### config.mk
export PLATFORM = sky130hd
export DESIGN_NAME = mic_ctrl
export DESIGN_NICKNAME = d
export VERILOG_FILES = /design/src/core/mic_pkg.sv /design/src/core/mic_ctrl.sv /design/src/core/mic_axis_cmp.sv
export SDC_FILE = /design/constraint.sdc
export NUM_CORES = 1
export LEC_CHECK = 0
export BUFFER_PORTS_ARGS = -buffer_cell sky130_fd_sc_hd__buf_4
export CELL_PAD_IN_SITES_DETAIL_PLACEMENT = 0
export CELL_PAD_IN_SITES_GLOBAL_PLACEMENT = 1
export CORE_ASPECT_RATIO = 1.25
export CORE_MARGIN = 2
export CORE_UTILIZATION = 44
export DETAILED_ROUTE_END_ITERATION = 7
export HOLD_SLACK_MARGIN = 0.02
export PLACE_DENSITY = 0.9
export SLEW_MARGIN = 20
export SYNTH_ARGS = -nofsm -noshare
export SYNTH_HDL_FRONTEND = slang
export SYNTH_SLANG_ARGS = --single-unit
### constraint.sdc
create_clock -name core_clk -period 5.05 [get_ports core_clk]
set_input_delay 0.505 -clock core_clk [delete_from_list [all_inputs] [get_ports core_clk]]
set_output_delay 0.505 -clock core_clk [all_outputs]
set_load 0.02 [all_outputs]
### src/core/mic_pkg.sv
// Package of the magnetometer interrupt controller: register map,
// field positions, reset values and the measurement carrier type.
// Assumes a single 25 MHz core clock and a synchronous active-high reset.
`default_nettype none

package mic_pkg;

    // Register offsets.
    localparam logic [7:0] ADDR_X_LSB      = 8'h42;
    localparam logic [7:0] ADDR_X_MSB      = 8'h43;
    localparam logic [7:0] ADDR_Y_LSB      = 8'h44;
    localparam logic [7:0] ADDR_Y_MSB      = 8'h45;
    localparam logic [7:0] ADDR_Z_LSB      = 8'h46;
    localparam logic [7:0] ADDR_Z_MSB      = 8'h47;
    localparam logic [7:0] ADDR_RES_LOW    = 8'h48;
    localparam logic [7:0] ADDR_RES_HIGH   = 8'h49;
    localparam logic [7:0] ADDR_STATUS     = 8'h4a;
    localparam logic [7:0] ADDR_SRC_EN     = 8'h4d;
    localparam logic [7:0] ADDR_PIN_SET    = 8'h4e;
    localparam logic [7:0] ADDR_LOW_LIMIT  = 8'h4f;
    localparam logic [7:0] ADDR_HIGH_LIMIT = 8'h50;

    // Field positions in the status register.
    localparam int STAT_LOW_X   = 0;
    localparam int STAT_HIGH_X  = 3;
    localparam int STAT_OVF     = 6;
    localparam int STAT_OVERRUN = 7;
    localparam int STAT_LATCH   = 1;

    // Field positions in the source enable register.
    localparam int EN_LOW_X_N   = 0;
    localparam int EN_HIGH_X_N  = 3;
    localparam int EN_OVF       = 6;
    localparam int EN_OVERRUN   = 7;

    // Field positions in the pin settings register.
    localparam int PIN_GEN_POL   = 0;
    localparam int PIN_READY_POL = 2;
    localparam int PIN_GEN_EN    = 6;
    localparam int PIN_READY_EN  = 7;

    // Position of the sample ready flag in the resistance low byte.
    localparam int RES_READY    = 0;

    // Values after reset.
    localparam logic [7:0] SRC_EN_RST  = 8'h3f;
    localparam logic [7:0] PIN_SET_RST = 8'h05;
    localparam logic [7:0] LIMIT_RST   = 8'h00;
    localparam logic       LATCH_RST   = 1'b1;

    // Saturation codes written on overflow.
    localparam logic signed [12:0] SAT_XY = -13'sd4096;
    localparam logic signed [14:0] SAT_Z  = -15'sd16384;

    // Threshold scale is a left shift by four, i.e. times sixteen.
    localparam int LIMIT_SHIFT = 4;

    typedef struct packed {
        logic signed [12:0] x;
        logic signed [12:0] y;
        logic signed [14:0] z;
        logic        [13:0] res;
        logic        [2:0]  ovf;
    } mic_meas_t;

endpackage : mic_pkg

`default_nettype wire

### src/core/mic_ctrl.sv
// Magnetometer interrupt controller: data registers with shadowing,
// status flags, latch logic and the two interrupt pins.
// Assumes a register port on the core clock and a read_end pulse at the
// end of each host read sequence.
`default_nettype none

module mic_ctrl (
    // Clock and reset
    input  wire logic             core_clk,
    input  wire logic             rst,
    // Measurement input
    input  wire logic             meas_valid,
    input  wire mic_pkg::mic_meas_t meas,
    // Register port
    input  wire logic [7:0]       reg_addr,
    input  wire logic             reg_wr,
    input  wire logic [7:0]       reg_wdata,
    input  wire logic             reg_rd,
    input  wire logic             read_end,
    output logic      [7:0]       reg_rdata,
    // Interrupt pins
    output logic                  gen_int_lvl,
    output logic                  gen_int_oe,
    output logic                  sample_ready_pin_lvl,
    output logic                  sample_ready_pin_oe
);

    mic_pkg::mic_meas_t data_r, data_nxt;
    mic_pkg::mic_meas_t shadow_r, shadow_nxt;
    logic       pend_r, pend_nxt;
    logic       rd_seen_r, rd_seen_nxt;
    logic [7:0] stat_r, stat_nxt;
    logic       ready_r, ready_nxt;
    logic       latch_r, latch_nxt;
    logic [7:0] src_en_r, src_en_nxt;
    logic [7:0] pin_set_r, pin_set_nxt;
    logic [7:0] low_lim_r, low_lim_nxt;
    logic [7:0] high_lim_r, high_lim_nxt;
    logic [7:0] rdata_nxt;
    logic       gen_o_nxt, rdy_o_nxt;

    // Register port decode.
    wire logic is_data;
    wire logic wr_status, wr_src, wr_pin, wr_low, wr_high;
    wire logic rd_status;
    assign is_data   = reg_addr >= mic_pkg::ADDR_X_LSB
                    && reg_addr <= mic_pkg::ADDR_RES_HIGH;
    assign wr_status = reg_wr && reg_addr == mic_pkg::ADDR_STATUS;
    assign wr_src    = reg_wr && reg_addr == mic_pkg::ADDR_SRC_EN;
    assign wr_pin    = reg_wr && reg_addr == mic_pkg::ADDR_PIN_SET;
    assign wr_low    = reg_wr && reg_addr == mic_pkg::ADDR_LOW_LIMIT;
    assign wr_high   = reg_wr && reg_addr == mic_pkg::ADDR_HIGH_LIMIT;
    assign rd_status = reg_rd && reg_addr == mic_pkg::ADDR_STATUS;

    // Updates are held off during a data read so the host never sees
    // one axis from an old set and another from a new one.
    wire logic busy;
    wire logic commit_new, commit_shadow, commit;
    assign busy          = rd_seen_r || (reg_rd && is_data);
    assign commit_new    = meas_valid && !busy && !read_end;
    assign commit_shadow = read_end && (pend_r || meas_valid);
    assign commit        = commit_new || commit_shadow;

    // Incoming set with overflow saturation applied.
    mic_pkg::mic_meas_t sat_in, src_set;
    always_comb begin
        sat_in = meas;
        if (meas.ovf[0]) begin
            sat_in.x = mic_pkg::SAT_XY;
        end
        if (meas.ovf[1]) begin
            sat_in.y = mic_pkg::SAT_XY;
        end
        if (meas.ovf[2]) begin
            sat_in.z = mic_pkg::SAT_Z;
        end
    end
    assign src_set = meas_valid ? sat_in : shadow_r;

    // Per-axis comparisons on the set about to be stored.
    wire logic [2:0] below;
    wire logic [2:0] above;

    mic_axis_cmp #(
        .W        (13),
        .SKIP_SAT (1'b1),
        .SAT      (mic_pkg::SAT_XY)
    ) u_cmp_x (
        .value      (src_set.x),
        .low_limit  (low_lim_r),
        .high_limit (high_lim_r),
        .below      (below[0]),
        .above      (above[0])
    );

    mic_axis_cmp #(
        .W        (13),
        .SKIP_SAT (1'b1),
        .SAT      (mic_pkg::SAT_XY)
    ) u_cmp_y (
        .value      (src_set.y),
        .low_limit  (low_lim_r),
        .high_limit (high_lim_r),
        .below      (below[1]),
        .above      (above[1])
    );

    // Only X and Y have the saturation exception.
    mic_axis_cmp #(
        .W        (15),
        .SKIP_SAT (1'b0),
        .SAT      (mic_pkg::SAT_Z)
    ) u_cmp_z (
        .value      (src_set.z),
        .low_limit  (low_lim_r),
        .high_limit (high_lim_r),
        .below      (below[2]),
        .above      (above[2])
    );

    // Source enables; threshold ones are active low.
    wire logic [2:0] low_en, high_en;
    wire logic       ovf_en, overrun_en;
    assign low_en     = ~src_en_r[mic_pkg::EN_LOW_X_N +: 3];
    assign high_en    = ~src_en_r[mic_pkg::EN_HIGH_X_N +: 3];
    assign ovf_en     = src_en_r[mic_pkg::EN_OVF];
    assign overrun_en = src_en_r[mic_pkg::EN_OVERRUN];

    // New conditions; threshold and overrun ones gated by the enables, overflow ungated.
    wire logic [2:0] low_hit, high_hit;
    wire logic       ovf_hit, overrun_hit;
    assign low_hit     = below & low_en;
    assign high_hit    = above & high_en;
    assign ovf_hit     = meas_valid ? |meas.ovf : |shadow_r.ovf;
    assign overrun_hit = overrun_en && ready_r;

    // Held threshold flags keep only their still-enabled part, so a disabled
    // threshold source drops out at the next stored measurement; a held overflow flag stays.
    wire logic [6:0] cur_flags, held_flags, new_flags;
    assign cur_flags  = stat_r[6:0];
    assign held_flags = cur_flags
                      & {ovf_en | cur_flags[mic_pkg::STAT_OVF],
                         high_en, low_en};
    assign new_flags  = {ovf_hit, high_hit, low_hit};

    always_comb begin
        stat_nxt = stat_r;
        // Latched flags are cleared by a status read.
        if (rd_status && latch_r) begin
            stat_nxt[6:0] = 7'h00;
        end
        if (rd_status) begin
            stat_nxt[mic_pkg::STAT_OVERRUN] = 1'b0;
        end
        // A stored set wins over a clear in the same cycle.
        if (commit) begin
            if (latch_r) begin
                stat_nxt[6:0] = new_flags
                              | (rd_status ? 7'h00 : held_flags);
            end else begin
                stat_nxt[6:0] = new_flags;
            end
            if (overrun_hit) begin
                stat_nxt[mic_pkg::STAT_OVERRUN] = 1'b1;
            end
        end
    end

    // Sample ready: always non-latched, set on store, cleared once a read
    // sequence that touched the data registers ends.
    always_comb begin
        ready_nxt = ready_r;
        if (read_end && rd_seen_r) begin
            ready_nxt = 1'b0;
        end
        if (commit) begin
            ready_nxt = 1'b1;
        end
    end

    // Data registers and shadow.
    always_comb begin
        data_nxt   = data_r;
        shadow_nxt = shadow_r;
        pend_nxt   = pend_r;
        if (commit) begin
            data_nxt = src_set;
            pend_nxt = 1'b0;
        end
        if (meas_valid && busy && !read_end) begin
            shadow_nxt = sat_in;
            pend_nxt   = 1'b1;
        end
    end

    assign rd_seen_nxt = read_end ? 1'b0 : (rd_seen_r || (reg_rd && is_data));

    // Configuration writes; 0x4a accepts only the latch bit.
    assign latch_nxt    = wr_status ? reg_wdata[mic_pkg::STAT_LATCH]
                                    : latch_r;
    assign src_en_nxt   = wr_src  ? reg_wdata : src_en_r;
    assign pin_set_nxt  = wr_pin  ? (reg_wdata & 8'hc5) : pin_set_r;
    assign low_lim_nxt  = wr_low  ? reg_wdata : low_lim_r;
    assign high_lim_nxt = wr_high ? reg_wdata : high_lim_r;

    // Read data mux.
    always_comb begin
        rdata_nxt = 8'h00;
        unique case (reg_addr)
            mic_pkg::ADDR_X_LSB:      rdata_nxt = {data_r.x[4:0], 3'h0};
            mic_pkg::ADDR_X_MSB:      rdata_nxt = data_r.x[12:5];
            mic_pkg::ADDR_Y_LSB:      rdata_nxt = {data_r.y[4:0], 3'h0};
            mic_pkg::ADDR_Y_MSB:      rdata_nxt = data_r.y[12:5];
            mic_pkg::ADDR_Z_LSB:      rdata_nxt = {data_r.z[6:0], 1'b0};
            mic_pkg::ADDR_Z_MSB:      rdata_nxt = data_r.z[14:7];
            mic_pkg::ADDR_RES_LOW:    rdata_nxt = {data_r.res[5:0], 1'b0,
                                                   ready_r};
            mic_pkg::ADDR_RES_HIGH:   rdata_nxt = data_r.res[13:6];
            mic_pkg::ADDR_STATUS:     rdata_nxt = stat_r;
            mic_pkg::ADDR_SRC_EN:     rdata_nxt = src_en_r;
            mic_pkg::ADDR_PIN_SET:    rdata_nxt = pin_set_r
                                    | {6'h00, latch_r, 1'b0};
            mic_pkg::ADDR_LOW_LIMIT:  rdata_nxt = low_lim_r;
            mic_pkg::ADDR_HIGH_LIMIT: rdata_nxt = high_lim_r;
            default:                  rdata_nxt = 8'h00;
        endcase
    end

    // Pin levels follow the stored flags; the ready pin has its own
    // path so it never appears on the general pin.
    // The overflow term takes the next enable, so the pin answers an
    // enable write at the same edge as a polarity or pin enable write.
    wire logic gen_level;
    wire logic gen_oe_nxt, rdy_oe_nxt;
    assign gen_level = |stat_nxt[mic_pkg::STAT_LOW_X +: 3]
                    || |stat_nxt[mic_pkg::STAT_HIGH_X +: 3]
                    || (stat_nxt[mic_pkg::STAT_OVF]
                        && src_en_nxt[mic_pkg::EN_OVF]);
    assign gen_o_nxt = gen_level
                     ^ ~pin_set_nxt[mic_pkg::PIN_GEN_POL];
    assign rdy_o_nxt = ready_nxt
                     ^ ~pin_set_nxt[mic_pkg::PIN_READY_POL];
    assign gen_oe_nxt = pin_set_nxt[mic_pkg::PIN_GEN_EN];
    assign rdy_oe_nxt = pin_set_nxt[mic_pkg::PIN_READY_EN];

    // Measurement path: data, shadow and read tracking.
    always_ff @(posedge core_clk) begin
        if (rst) begin
            data_r    <= '0;
            shadow_r  <= '0;
            pend_r    <= 1'b0;
            rd_seen_r <= 1'b0;
        end else begin
            data_r    <= data_nxt;
            shadow_r  <= shadow_nxt;
            pend_r    <= pend_nxt;
            rd_seen_r <= rd_seen_nxt;
        end
    end

    // Status flags and the sample ready flag.
    always_ff @(posedge core_clk) begin
        if (rst) begin
            stat_r  <= 8'h00;
            ready_r <= 1'b0;
        end else begin
            stat_r  <= stat_nxt;
            ready_r <= ready_nxt;
        end
    end

    // Configuration; after reset both pins float.
    always_ff @(posedge core_clk) begin
        if (rst) begin
            latch_r   <= mic_pkg::LATCH_RST;
            src_en_r  <= mic_pkg::SRC_EN_RST;
            pin_set_r <= mic_pkg::PIN_SET_RST;
        end else begin
            latch_r   <= latch_nxt;
            src_en_r  <= src_en_nxt;
            pin_set_r <= pin_set_nxt;
        end
    end

    // Threshold limits.
    always_ff @(posedge core_clk) begin
        if (rst) begin
            low_lim_r  <= mic_pkg::LIMIT_RST;
            high_lim_r <= mic_pkg::LIMIT_RST;
        end else begin
            low_lim_r  <= low_lim_nxt;
            high_lim_r <= high_lim_nxt;
        end
    end

    // Read data is registered, so it lags the address by one cycle.
    always_ff @(posedge core_clk) begin
        if (rst) begin
            reg_rdata <= 8'h00;
        end else begin
            reg_rdata <= rdata_nxt;
        end
    end

    // Pin flops take next values, so a pin moves at the same edge as the
    // flag or setting behind it; the enables make the pins push-pull or
    // floating.
    always_ff @(posedge core_clk) begin
        if (rst) begin
            gen_int_lvl          <= 1'b0;
            gen_int_oe           <= 1'b0;
            sample_ready_pin_lvl <= 1'b0;
            sample_ready_pin_oe  <= 1'b0;
        end else begin
            gen_int_lvl          <= gen_o_nxt;
            gen_int_oe           <= gen_oe_nxt;
            sample_ready_pin_lvl <= rdy_o_nxt;
            sample_ready_pin_oe  <= rdy_oe_nxt;
        end
    end

endmodule : mic_ctrl

`default_nettype wire

### src/core/mic_axis_cmp.sv
// Per-axis threshold comparator of the magnetometer interrupt controller.
// Assumes its inputs are stable registered values; purely combinational.
`default_nettype none

module mic_axis_cmp #(
    parameter int                W       = 13,
    parameter logic              SKIP_SAT = 1'b1,
    parameter logic signed [W-1:0] SAT   = '0
) (
    // Axis value and limits
    input  wire logic signed [W-1:0] value,
    input  wire logic        [7:0]   low_limit,
    input  wire logic        [7:0]   high_limit,
    // Results
    output logic                     below,
    output logic                     above
);

    wire logic signed [15:0] value_ext;
    wire logic signed [15:0] low_ext;
    wire logic signed [15:0] high_ext;
    wire logic               is_sat;

    // Signed compare on two's complement values.
    assign value_ext = 16'(value);
    assign low_ext   = 16'(signed'({low_limit, 4'h0}));
    assign high_ext  = 16'(signed'({high_limit, 4'h0}));
    assign is_sat    = SKIP_SAT && (value == SAT);
    assign below     = (value_ext < low_ext) && !is_sat;
    assign above     = value_ext > high_ext;

endmodule : mic_axis_cmp

`default_nettype wire

* Word-level counts from Yosys, hierarchy flattened
Index checks and enable logic that the tools add are counted.
Widths: inputs -> output; s select.
** Word-level totals
- Register bits :: 165
- Latch bits :: 0
- Memory bits (writable) :: 0
- Bits in read-only memories :: 0
- Bits of input ports :: 80
- Output and inout bits :: 12
- Word-level logic and storage cells :: 111
- Memories :: 0
** Cells by class
- $add $sub $neg :: 0
- Multiply operators :: 0
- Divide/modulo/power cells :: 0
- $lt $le $gt $ge :: 8
- Eq/ne operators :: 15
- Shift-type cells :: 0
- Muxes and demuxes :: 18
- Bitwise operators :: 12
- Reduce and logical (&&, ||, !) cells :: 34
** Operators by type and width (number)
- $eq 8x7->1 const B :: 13
- $pmux 8 s13 :: 1
- $mux 58 :: 1
- $mux 7 :: 4
- $eq 13x13->1 const B :: 2
- $gt 13x12->1 :: 2
- $lt 13x12->1 :: 2
- $mux 13 :: 2
- $logic_and 1x1->1 :: 19
- $mux 8 :: 2
- $gt 15x12->1 :: 1
- $lt 15x12->1 :: 1
- $mux 15 :: 1
- $reduce_or 3->1 :: 4
- $ge 8x7->1 const B :: 1
- $le 8x7->1 const B :: 1
- $or 8x2->8 :: 1
- $and 7x7->7 :: 1
- $mux 1 :: 7
- $or 7x7->7 :: 1
- $and 3x3->3 :: 2
- $not 3->3 :: 2
- $logic_or 1x1->1 :: 5
- $logic_not 1->1 :: 4
- 5 further kinds :: 7

* Logic depth before layout (Yosys ltp)
Gate-level depths: netlist of the first run.
- Depth in word-level cells :: 13
- Gate-level depth with buffers :: 15
- Depth with buffers taken out :: 12

* Hierarchy
A second synthesis of the first run with hierarchy kept.
** Unflattened totals
- Cells, all modules :: 1148
- Area, all modules :: 9116.2 µm²
** By module, submodules not included
- mic_ctrl :: times used 1, cells each 948, area each 7602.3 µm², sequential area each 3263.1 µm²
- mic_axis_cmp (u_cmp_x ...) :: times used 2, cells each 64, area each 483.0 µm², sequential area each 0.0 µm²
- mic_axis_cmp (u_cmp_z) :: times used 1, cells each 72, area each 548.0 µm², sequential area each 0.0 µm²

* Worst setup path after synthesis of the first run
No wires, ideal clock.
- Path kind :: input -> register
- Start :: in meas_valid
- End :: reg gen_int_lvl
- Setup time :: 0.119 ns
- Arrival :: 3.624 ns
- Data required time :: 4.931 ns
- Setup slack :: 1.307 ns
- Stages on the path :: 13
- Buffers on the path :: 4
- Path through :: buf_4 > buf_2 > buf_2 > buf_1 > mux2_2 > ha_1 > a211oi_1 > o22ai_1 > a211oi_1 > mux2_2 > o41a_1 > and4bb_1 > mux2i_1
** RTL lines
- start: declaration :: line mic_ctrl.sv:12 : input wire logic meas_valid,
- end signal: assignment :: line mic_ctrl.sv:315 : gen_int_lvl <= gen_o_nxt;
- end: declaration :: line mic_ctrl.sv:22 : output logic gen_int_lvl,

==> impl_table.tex, run 1 <==
\begin{tabular}{lr}
\hline
Metric & Value \\
\hline
\multicolumn{2}{l}{\textbf{Status}} \\
Result of the run & complete, no violations \\
\multicolumn{2}{l}{\textbf{Setup path}} \\
Largest incremental delay on the critical path & 0.51 ns \\
Crit path max-delay family & buffers and inverters \\
CP Cell Sequence & buf\_4 > buf\_4 > mux2\_2 > ha\_1 > nand3b\_1 > a21boi\_0 > o31ai\_1 > o21ai\_0 > a32oi\_1 > nand4\_1 > and4bb\_1 > mux2i\_1 \\
CP Data Required Time & 5.42 ns \\
Worst-path fanout max & 55 \\
Startpoint type of the worst setup path & input port \\
Number of buffer and inverter stages on the critical path & 2 \\
Kind of end point of the critical path & flip-flop \\
Dominant cell type by count on the critical path & sky130\_fd\_sc\_hd\_\_buf\_4 \\
Arrival time at the worst endpoint & 3.63 ns \\
Slowest cell on the critical path & sky130\_fd\_sc\_hd\_\_buf\_4 \\
Crit Path Class & input port to flip-flop \\
\multicolumn{2}{l}{\textbf{Logic synthesis}} \\
Yosys Warn Count & 0 \\
Ranking of synthesized cells by area & sky130\_fd\_sc\_hd\_\_dfxtp\_1 (38\%), sky130\_fd\_sc\_hd\_\_nand2\_1 (8.8\%), sky130\_fd\_sc\_hd\_\_ha\_1 (8.0\%) \\
Commonest cells in the netlist & sky130\_fd\_sc\_hd\_\_nand2\_1 (203), sky130\_fd\_sc\_hd\_\_dfxtp\_1 (163), sky130\_fd\_sc\_hd\_\_a21oi\_1 (122) \\
Share of the synthesized area in the top cell type & 0.379 \\
Cell Area, Synth & 8610 sq um \\
Flip-flop and latch count after synthesis & 163 \\
Library cell with the highest instance count after synthesis & sky130\_fd\_sc\_hd\_\_nand2\_1 \\
Count of distinct cell types in the synthesized netlist & 64 \\
Area leader, netlist & sky130\_fd\_sc\_hd\_\_dfxtp\_1 \\
Share of flip-flops with an asynchronous set or reset & 0 \\
Average cell area after synthesis & 8.23 sq um \\
Number of enable-type register cells in the synthesized netlist & 0 \\
Post-Synthesis Net Count & 1181 \\
Synthesized instance count & 1046 \\
Share of the yosys chip area belonging to registers & 0.379 \\
Primary FF master, synth & sky130\_fd\_sc\_hd\_\_dfxtp\_1 \\
\multicolumn{2}{l}{\textbf{Clocking}} \\
CTS tree & done \\
Number of clock sinks seen by CTS & 163 \\
Clk slew on worst S/H paths & 0.07 ns \\
Clock root buffer master & sky130\_fd\_sc\_hd\_\_clkbuf\_16 \\
Clock H-tree levels & 4 \\
Setup fix buffers added after clock tree synthesis & 0 \\
Hold buffers post-CTS & 0 \\
Num CTS Buffers & 17 \\
Clock latency reported for the late side of the worst-skew pair & 0.44 ns \\
Resize count post-CTS & 0 \\
Maximum count of clock buffers along a single path & 2 \\
\multicolumn{2}{l}{\textbf{Detailed routing}} \\
DRC marker count from the first detailed-route iteration & 763 \\
Detailed-route via count & 7934 \\
Remaining routing DRC violations & 0 \\
Via density per instance & 5.75 \\
Final ANT Viol Nets & 0 \\
Wirelength per Cell & 19.3 um \\
First-pass DRT Iterations & 6 \\
Wire length reported by the detailed router & 26.7 mm \\
\multicolumn{2}{l}{\textbf{STA}} \\
RSZ-0062 raised after global routing & no \\
Setup tns final & 0 ns \\
Final worst path period need & 3.26 ns \\
Tcrit/Tclk final & 0.645 \\
Max Slew Vio Count & 0 \\
Setup-violating endpoint count in the final report & 0 \\
Number of hold-slack violations in the final timing report & 0 \\
Worst Tran Pin Value & 1.03 ns \\
Top achievable clock speed & 307 MHz \\
Worst slew margin relative to its limit & 0.311 \\
Fin Clk Skew & 0.00535 ns \\
\multicolumn{2}{l}{\textbf{Layout}} \\
Syn-to-layout area delta & 16.5\% \\
Post-layout net count & 1238 \\
N\_diodes & 0 \\
Final Non-Filler Cells & 1381 \\
Filler cell count in the final layout & 1911 \\
Share of final-layout standard cells stronger than drive strength 1 & 0.151 \\
\multicolumn{2}{l}{\textbf{Pwr}} \\
Switching power as a share of total power & 0.263 \\
Power density over the cells & 289 nW/um\^{}2 \\
Net Sw Power & 0.764 mW \\
Logic gate share of total power & 0.105 \\
Sequential power share & 0.460 \\
Internal power & 2.14 mW \\
Leakage power of the design & 3.81 nW \\
Clock share of power & 0.435 \\
Worst ir drop on vdd & 0.239 mV \\
\multicolumn{2}{l}{\textbf{Global route}} \\
Most crowded layer after global routing & met2 \\
GR Layer Usage met3 & 0.0496 \\
GR Layer Usage met2 & 0.409 \\
Combined global-route utilization of all metal layers & 0.264 \\
Wire length of the first global-routing pass & 41.9 mm \\
Remaining global-route overflow & 0 \\
Global-route track usage on met1 & 0.354 \\
Maximum number of pins on one net before global-route repair & 99 \\
Number of antenna violations at the first check in global routing & 0 \\
Number of global-route vias before repair & 7513 \\
\multicolumn{2}{l}{\textbf{Die}} \\
Total number of placement rows & 57 \\
Die outline area & 20700 sq um \\
Die span in y & 160 um \\
I/O pin count & 92 \\
Starting Density & 0.446 \\
Die W & 129 um \\
Area of the core & 19300 sq um \\
\multicolumn{2}{l}{\textbf{Placed design}} \\
Routability congestion estimate from global placement & 0.967 \\
Inst Count DP & 1349 \\
Detailed-placement wirelength estimate & 19.5 mm \\
Input/output buffers & 91 \\
\multicolumn{2}{l}{\textbf{Job}} \\
Count of max-cap constraint violations & 0 \\
\multicolumn{2}{l}{\textbf{Worst hold path}} \\
Type of the most critical hold path & input port to flip-flop \\
\hline
\end{tabular}
sequential cells by signal, indices dropped and copies added, names as in the netlist:
name                  count
latch_r                   1
data_r                   55
sample_ready_pin_lvl      1
rd_seen_r                 1
reg_rdata                 8
shadow_r                 58
ready_r                   1
high_lim_r                8
low_lim_r                 8
pin_set_r                 4
stat_r                    8
pend_r                    1
gen_int_lvl               1
src_en_r                  8
layer usage:
layer,vias up,part of all wire,wire (um)
met5,-,0,0
met2,312,0.45,12100
li1,3866,-,-
met4,0,0.041,1100
met1,3698,0.43,11500
met3,58,0.073,1950
stage by stage:
stage | util | power, mW | cell area, sq um | hold WS (ns) | setup slack, ns
after floorplan | - | 1.54 | 8610 | 0.432 | 1.31
after detailed placement | 0.490 | 1.66 | 9460 | 0.446 | 1.36
after CTS | 0.519 | 2.91 | 10000 | 0.305 | 1.81
final | 0.519 | 2.90 | 10000 | 0.313 | 1.79
after global routing | 0.519 | 3.00 | 10000 | 0.300 | 1.53
after global placement | 0.490 | 1.66 | 9460 | 0.437 | 1.41
power groups by stage:
stage | logic, mW | clock network [mW] | registers [mW]
global placement | 0.299 | 0 | 1.36
floorplan | 0.191 | 0 | 1.35
finish | 0.304 | 1.26 | 1.33
CTS | 0.303 | 1.27 | 1.33
global route | 0.337 | 1.33 | 1.33
detailed placement | 0.301 | 0 | 1.36
cells by family (layout without fill, tap and decap cells):
| logic type | count (synthesis) | after routing | synth area share |
|---|---|---|---|
| fa+ha+maj | 55 | 55 | 0.0799 |
| flops | 163 | 163 | 0.379 |
| compound gates | 274 | 274 | 0.207 |
| simple gates | 407 | 407 | 0.220 |
| buf+inv | 87 | 157 | 0.0405 |
| mux | 59 | 59 | 0.0723 |
| xor+xnor | 1 | 1 | 0.00102 |
path summary, 6_finish.rpt:
kind | cells after the start | from | slack (ns) | endpoint
max | 12 | meas_valid | 1.79 | gen_int_lvl
min | 2 | read_end | 0.31 | rd_seen_r
max reg2reg | 9 | shadow_r[53] | 2.29 | gen_int_lvl
min reg2reg | 2 | shadow_r[5] | 0.45 | shadow_r[5]
placed cells by master, fill, tap and decap left out, types with 4 or more instances in the layout:
master,Yosys,final
sky130_fd_sc_hd__nor3_1,13,13
sky130_fd_sc_hd__inv_1,24,24
sky130_fd_sc_hd__and4_1,5,5
sky130_fd_sc_hd__and3_1,7,7
sky130_fd_sc_hd__a32oi_1,4,4
sky130_fd_sc_hd__buf_4,2,100
sky130_fd_sc_hd__nor2b_1,39,39
sky130_fd_sc_hd__ha_1,55,55
sky130_fd_sc_hd__nand3b_1,4,4
sky130_fd_sc_hd__nand3_1,16,16
sky130_fd_sc_hd__a211o_1,6,6
sky130_fd_sc_hd__nor2_1,77,77
sky130_fd_sc_hd__mux2_2,23,23
sky130_fd_sc_hd__nand2b_1,8,8
sky130_fd_sc_hd__clkinvlp_4,0,4
sky130_fd_sc_hd__a21oi_1,122,122
sky130_fd_sc_hd__a221oi_1,19,19
sky130_fd_sc_hd__a31oi_1,10,10
sky130_fd_sc_hd__a21o_1,6,6
sky130_fd_sc_hd__a22oi_1,7,7
sky130_fd_sc_hd__or4_1,5,5
sky130_fd_sc_hd__nor4_1,6,6
sky130_fd_sc_hd__nand4_1,6,6
sky130_fd_sc_hd__inv_6,0,5
sky130_fd_sc_hd__o21ai_0,19,19
sky130_fd_sc_hd__a211oi_1,39,39
sky130_fd_sc_hd__clkbuf_16,0,17
sky130_fd_sc_hd__mux2i_1,35,35
sky130_fd_sc_hd__nand2_1,203,203
sky130_fd_sc_hd__a22o_1,16,16
sky130_fd_sc_hd__dfxtp_1,163,163
area by class of cell:
cell class              count  area [sq um]  share of cell area
well taps                 265           332              0.0331
clock buffers              18           439              0.0438
inverters                  24          90.1             0.00898
flip-flops and latches    163          3260               0.325
clock inverters            14           128              0.0127
repair buffers            101           771              0.0768
multi-input cells         796          5010               0.499
No activity file was read; power rests on OpenSTA's default activity.
==> run 2, diff against run 1 <==
ABC_AREA = 1   (was default)
CORE_UTILIZATION = 39   (was 44)
PLACE_DENSITY = 0.88   (was 0.9)
clock period = 2.65 ns   (was 5.05 ns; I/O delays follow)
==> run 2 against run 1 <==
Against the previous run:
- global-route usage decreased by 1.9 points
- via count increased by 14%
- cell count increased by 21%
- worst hold slack got worse by 0.23 ns
- power increased by 98%
- critical path type is now flip-flop to flip-flop
- area after synthesis increased by 3.3%
- design area increased by 6.8%
- register-to-register slack got worse by 2.0 ns
- critical path depth increased by 3
- die area increased by 16%
==> impl_table.tex, run 2 <==
\begin{tabular}{lr}
\hline
Metric & Value \\
\hline
\multicolumn{2}{l}{\textbf{Layout}} \\
Final standard cell utilization of the core & 0.479 (was 0.519) \\
Largest regs & shadow\_r x58, data\_r x55 (unchanged) \\
Register with the most flip-flops & shadow\_r (unchanged) \\
Most frequent cells in the layout & sky130\_fd\_sc\_hd\_\_nand2\_1 (278), sky130\_fd\_sc\_hd\_\_dfxtp\_1 (163), sky130\_fd\_sc\_hd\_\_nor2\_1 (149) (was sky130\_fd\_sc\_hd\_\_nand2\_1 (203), sky130\_fd\_sc\_hd\_\_dfxtp\_1 (163), sky130\_fd\_sc\_hd\_\_a21oi\_1 (122)) \\
Post-layout net count & 1511 (was 1238) \\
Share of final-layout standard cells stronger than drive strength 1 & 0.155 (was 0.151) \\
Flip-flop count of the largest register after layout & 58 (unchanged) \\
N\_diodes & 0 (unchanged) \\
Syn-to-layout area delta & 20.4\% (was 16.5\%) \\
Most common cell after layout, fill and taps aside & sky130\_fd\_sc\_hd\_\_nand2\_1 (unchanged) \\
\multicolumn{2}{l}{\textbf{Clocking}} \\
Hold buffers post-CTS & 0 (unchanged) \\
Setup fix buffers added after clock tree synthesis & 0 (unchanged) \\
Resize count post-CTS & 0 (unchanged) \\
Maximum count of clock buffers along a single path & 2 (unchanged) \\
CTS tree & done (unchanged) \\
Num CTS Buffers & 17 (unchanged) \\
Clock H-tree levels & 4 (unchanged) \\
Number of clock sinks seen by CTS & 163 (unchanged) \\
Clock latency reported for the late side of the worst-skew pair & 0.43 ns (was 0.44 ns) \\
Clock root buffer master & sky130\_fd\_sc\_hd\_\_clkbuf\_16 (unchanged) \\
Clk slew on worst S/H paths & 0.07 ns (about the same) \\
\multicolumn{2}{l}{\textbf{STA}} \\
RSZ-0062 raised after global routing & no (unchanged) \\
Worst slew margin relative to its limit & 0.442 (was 0.311) \\
Setup-violating endpoint count in the final report & 0 (unchanged) \\
Setup tns final & 0 ns (unchanged) \\
Post-layout worst setup margin & 0.329 ns (was 1.79 ns) \\
Top achievable clock speed & 431 MHz \\
Final worst path period need & 2.32 ns \\
Tcrit/Tclk final & 0.876 \\
Max Slew Vio Count & 0 (unchanged) \\
Fin Clk Skew & 0.00777 ns (was 0.00535 ns) \\
Number of hold-slack violations in the final timing report & 0 (unchanged) \\
Hold slack & 0.0868 ns (was 0.313 ns) \\
Worst Tran Pin Value & 0.837 ns (was 1.03 ns) \\
\multicolumn{2}{l}{\textbf{Logic synthesis}} \\
Share of the synthesized area in the top cell type & 0.367 (was 0.379) \\
Ranking of synthesized cells by area & sky130\_fd\_sc\_hd\_\_dfxtp\_1 (37\%), sky130\_fd\_sc\_hd\_\_nand2\_1 (12\%), sky130\_fd\_sc\_hd\_\_ha\_1 (7.7\%) (was sky130\_fd\_sc\_hd\_\_dfxtp\_1 (38\%), sky130\_fd\_sc\_hd\_\_nand2\_1 (8.8\%), sky130\_fd\_sc\_hd\_\_ha\_1 (8.0\%)) \\
Synthesized instance count & 1272 (was 1046) \\
Library cell with the highest instance count after synthesis & sky130\_fd\_sc\_hd\_\_nand2\_1 (unchanged) \\
Share of flip-flops with an asynchronous set or reset & 0 (unchanged) \\
Yosys Warn Count & 0 (unchanged) \\
Commonest cells in the netlist & sky130\_fd\_sc\_hd\_\_nand2\_1 (278), sky130\_fd\_sc\_hd\_\_dfxtp\_1 (163), sky130\_fd\_sc\_hd\_\_nor2\_1 (149) (was sky130\_fd\_sc\_hd\_\_nand2\_1 (203), sky130\_fd\_sc\_hd\_\_dfxtp\_1 (163), sky130\_fd\_sc\_hd\_\_a21oi\_1 (122)) \\
Count of distinct cell types in the synthesized netlist & 44 (was 64) \\
Primary FF master, synth & sky130\_fd\_sc\_hd\_\_dfxtp\_1 (unchanged) \\
Average cell area after synthesis & 7.00 sq um (was 8.23 sq um) \\
Flip-flop and latch count after synthesis & 163 (unchanged) \\
Area leader, netlist & sky130\_fd\_sc\_hd\_\_dfxtp\_1 (unchanged) \\
Number of enable-type register cells in the synthesized netlist & 0 (unchanged) \\
Cell Area, Synth & 8900 sq um (was 8610 sq um) \\
Post-Synthesis Net Count & 1407 (was 1181) \\
Share of the yosys chip area belonging to registers & 0.367 (was 0.379) \\
\multicolumn{2}{l}{\textbf{Detailed routing}} \\
Remaining routing DRC violations & 0 (unchanged) \\
DRC marker count from the first detailed-route iteration & 695 (was 763) \\
Final ANT Viol Nets & 0 (unchanged) \\
Via density per instance & 5.41 (was 5.75) \\
First-pass DRT Iterations & 7 (was 6) \\
Wire length reported by the detailed router & 29.6 mm (was 26.7 mm) \\
Wirelength per Cell & 17.7 um (was 19.3 um) \\
Detailed-route via count & 9041 (was 7934) \\
\multicolumn{2}{l}{\textbf{Placed design}} \\
Input/output buffers & 91 (unchanged) \\
Detailed-placement wirelength estimate & 22.4 mm (was 19.5 mm) \\
Routability congestion estimate from global placement & 0.963 (was 0.967) \\
Post-placement setup slack & -0.0779 ns (was 1.36 ns) \\
\multicolumn{2}{l}{\textbf{Setup path}} \\
Number of buffer and inverter stages on the critical path & 2 (unchanged) \\
CP Cell Sequence & inv\_1 > ha\_1 > nand2\_1 > nor2\_1 > o21ai\_0 > nand3\_1 > nand2\_1 > nand3\_1 > nand2\_1 > nand2\_1 > nand3\_1 > nor2\_1 > nand3\_1 > nand2\_1 > inv\_1 (was buf\_4 > buf\_4 > mux2\_2 > ha\_1 > nand3b\_1 > a21boi\_0 > o31ai\_1 > o21ai\_0 > a32oi\_1 > nand4\_1 > and4bb\_1 > mux2i\_1) \\
Internal reg-to-reg setup slack & 0.33 ns (was 2.29 ns) \\
Worst R2R Start & high\_lim\_r[7] (was shadow\_r[53]) \\
Number of cell instances on the worst register-to-register path & 15 (was 9) \\
Crit Path Class & flip-flop to flip-flop (was input port to flip-flop) \\
Crit path max-delay family & simple AND/OR/NAND/NOR gates (was buffers and inverters) \\
Slowest cell on the critical path & sky130\_fd\_sc\_hd\_\_ha\_1 (was sky130\_fd\_sc\_hd\_\_buf\_4) \\
CP Data Required Time & 2.98 ns (was 5.42 ns) \\
Arrival time at the worst endpoint & 2.65 ns (was 3.63 ns) \\
Dominant cell type by count on the critical path & sky130\_fd\_sc\_hd\_\_nand2\_1 (was sky130\_fd\_sc\_hd\_\_buf\_4) \\
Kind of end point of the critical path & flip-flop (unchanged) \\
Worst-path fanout max & 10 (was 55) \\
Endpoint of the most critical register-to-register path & gen\_int\_lvl (unchanged) \\
Startpoint type of the worst setup path & flip-flop (was input port) \\
Largest incremental delay on the critical path & 0.43 ns (was 0.51 ns) \\
\multicolumn{2}{l}{\textbf{Die}} \\
Die W & 139 um (was 129 um) \\
I/O pin count & 92 (unchanged) \\
Total number of placement rows & 61 (was 57) \\
Die outline area & 24100 sq um (was 20700 sq um) \\
Starting Density & 0.398 (was 0.446) \\
Area of the core & 22400 sq um (was 19300 sq um) \\
Die span in y & 173 um (was 160 um) \\
\multicolumn{2}{l}{\textbf{Global route}} \\
Number of antenna violations at the first check in global routing & 0 (unchanged) \\
Number of global-route vias before repair & 8389 (was 7513) \\
Remaining global-route overflow & 0 (unchanged) \\
Wire length of the first global-routing pass & 45.9 mm (was 41.9 mm) \\
Combined global-route utilization of all metal layers & 0.244 (was 0.264) \\
Maximum number of pins on one net before global-route repair & 71 (was 99) \\
\multicolumn{2}{l}{\textbf{Pwr}} \\
Power density over the cells & 536 nW/um\^{}2 (was 289 nW/um\^{}2) \\
Total design power & 5.74 mW (was 2.90 mW) \\
Worst ir drop on vdd & 0.444 mV (was 0.239 mV) \\
Leakage power of the design & 4.72 nW (was 3.81 nW) \\
\multicolumn{2}{l}{\textbf{Worst hold path}} \\
Hold path startpoint & reg\_wdata[3] (was read\_end) \\
Type of the most critical hold path & input port to flip-flop (unchanged) \\
Endpoint, Worst Hold & src\_en\_r[3] (was rd\_seen\_r) \\
Number of cells on the worst hold path & 3 (was 2) \\
\multicolumn{2}{l}{\textbf{Status}} \\
Result of the run & complete, no violations (unchanged) \\
\multicolumn{2}{l}{\textbf{Job}} \\
Count of max-cap constraint violations & 0 (unchanged) \\
\hline
\end{tabular}
## run 2: cell count changes after synthesis, moves of 39 or more
cell                      previous run  this run
sky130_fd_sc_hd__inv_1              24       112
sky130_fd_sc_hd__o21ai_0            19       112
sky130_fd_sc_hd__nor2_1             77       149
sky130_fd_sc_hd__nand3_1            16        82
sky130_fd_sc_hd__nand2_1           203       278
sky130_fd_sc_hd__nor2b_1            39         0
## run 2: layout make-up
cell class / count / area, sq um
Sequential cell: 163 / 3260
Timing Repair Buffer: 153 / 1240
Fill cell: 2258 / 11600
Multi-Input combinational cell: 921 / 4850
Tap cell: 283 / 354
Clock buffer: 18 / 429
Clock inverter: 14 / 129
Inverter: 120 / 450
## run 2: cell families (layout without fill, tap and decap cells)
kind of cell             count (synthesis)  in the layout  share of synthesized area
multiplexers                             1              1                    0.00112
adder cells (fa/ha/maj)                 55             55                     0.0773
flip-flops                             163            163                      0.367
AO/OA/AOI/OAI                          310            310                      0.204
AND/OR/NAND/NOR                        555            555                      0.262
buffers and inverters                  188            305                     0.0883
## run 2: power by group
part	switching (mW)	total (mW)	leakage, nW	internal, mW
logic	0.481	0.799	3.13	0.318
clock network	1.07	2.38	0.268	1.30
registers	0.0390	2.57	1.33	2.53
## run 2: how the worst max path moves through the flow
stage	to	start	cells past startpoint	slack, ns
after floorplan	gen_int_lvl	meas[2]	18	0.18
after global placement	gen_int_lvl	meas[2]	20	-0.07
after detailed placement	gen_int_lvl	meas[2]	20	-0.08
after CTS	gen_int_lvl	high_lim_r[7]	16	0.36
after global routing	gen_int_lvl	meas[2]	21	0.05
final	gen_int_lvl	high_lim_r[7]	15	0.33
## run 2: worst register-to-register path, cell delays in order, from the launching register on
cell,delay [ns]
sky130_fd_sc_hd__dfxtp_1,0.31
sky130_fd_sc_hd__inv_1,0.24
sky130_fd_sc_hd__ha_1,0.44
sky130_fd_sc_hd__nand2_1,0.08
sky130_fd_sc_hd__nor2_1,0.22
sky130_fd_sc_hd__o21ai_0,0.17
sky130_fd_sc_hd__nand3_1,0.10
sky130_fd_sc_hd__nand2_1,0.05
sky130_fd_sc_hd__nand3_1,0.08
sky130_fd_sc_hd__nand2_1,0.06
sky130_fd_sc_hd__nand2_1,0.07
sky130_fd_sc_hd__nand3_1,0.08
sky130_fd_sc_hd__nor2_1,0.14
sky130_fd_sc_hd__nand3_1,0.09
sky130_fd_sc_hd__nand2_1,0.07
sky130_fd_sc_hd__inv_1,0.03
## run 2: routing by layer
layer	global-route usage	vias up	wire (um)
li1	-	4495	-
met1	0.316	4151	12800
met2	0.390	306	13600
met3	0.0377	89	1500
met4	0.138	0	1670
met5	0	-	0
## run 2: per-stage QoR
step / instance area (sq um) / cells
global placement: 10200 / 1640
detailed placement: 10200 / 1640
floorplan: 8900 / 1272
finish: 10700 / 1672
CTS: 10700 / 1672
global route: 10700 / 1672
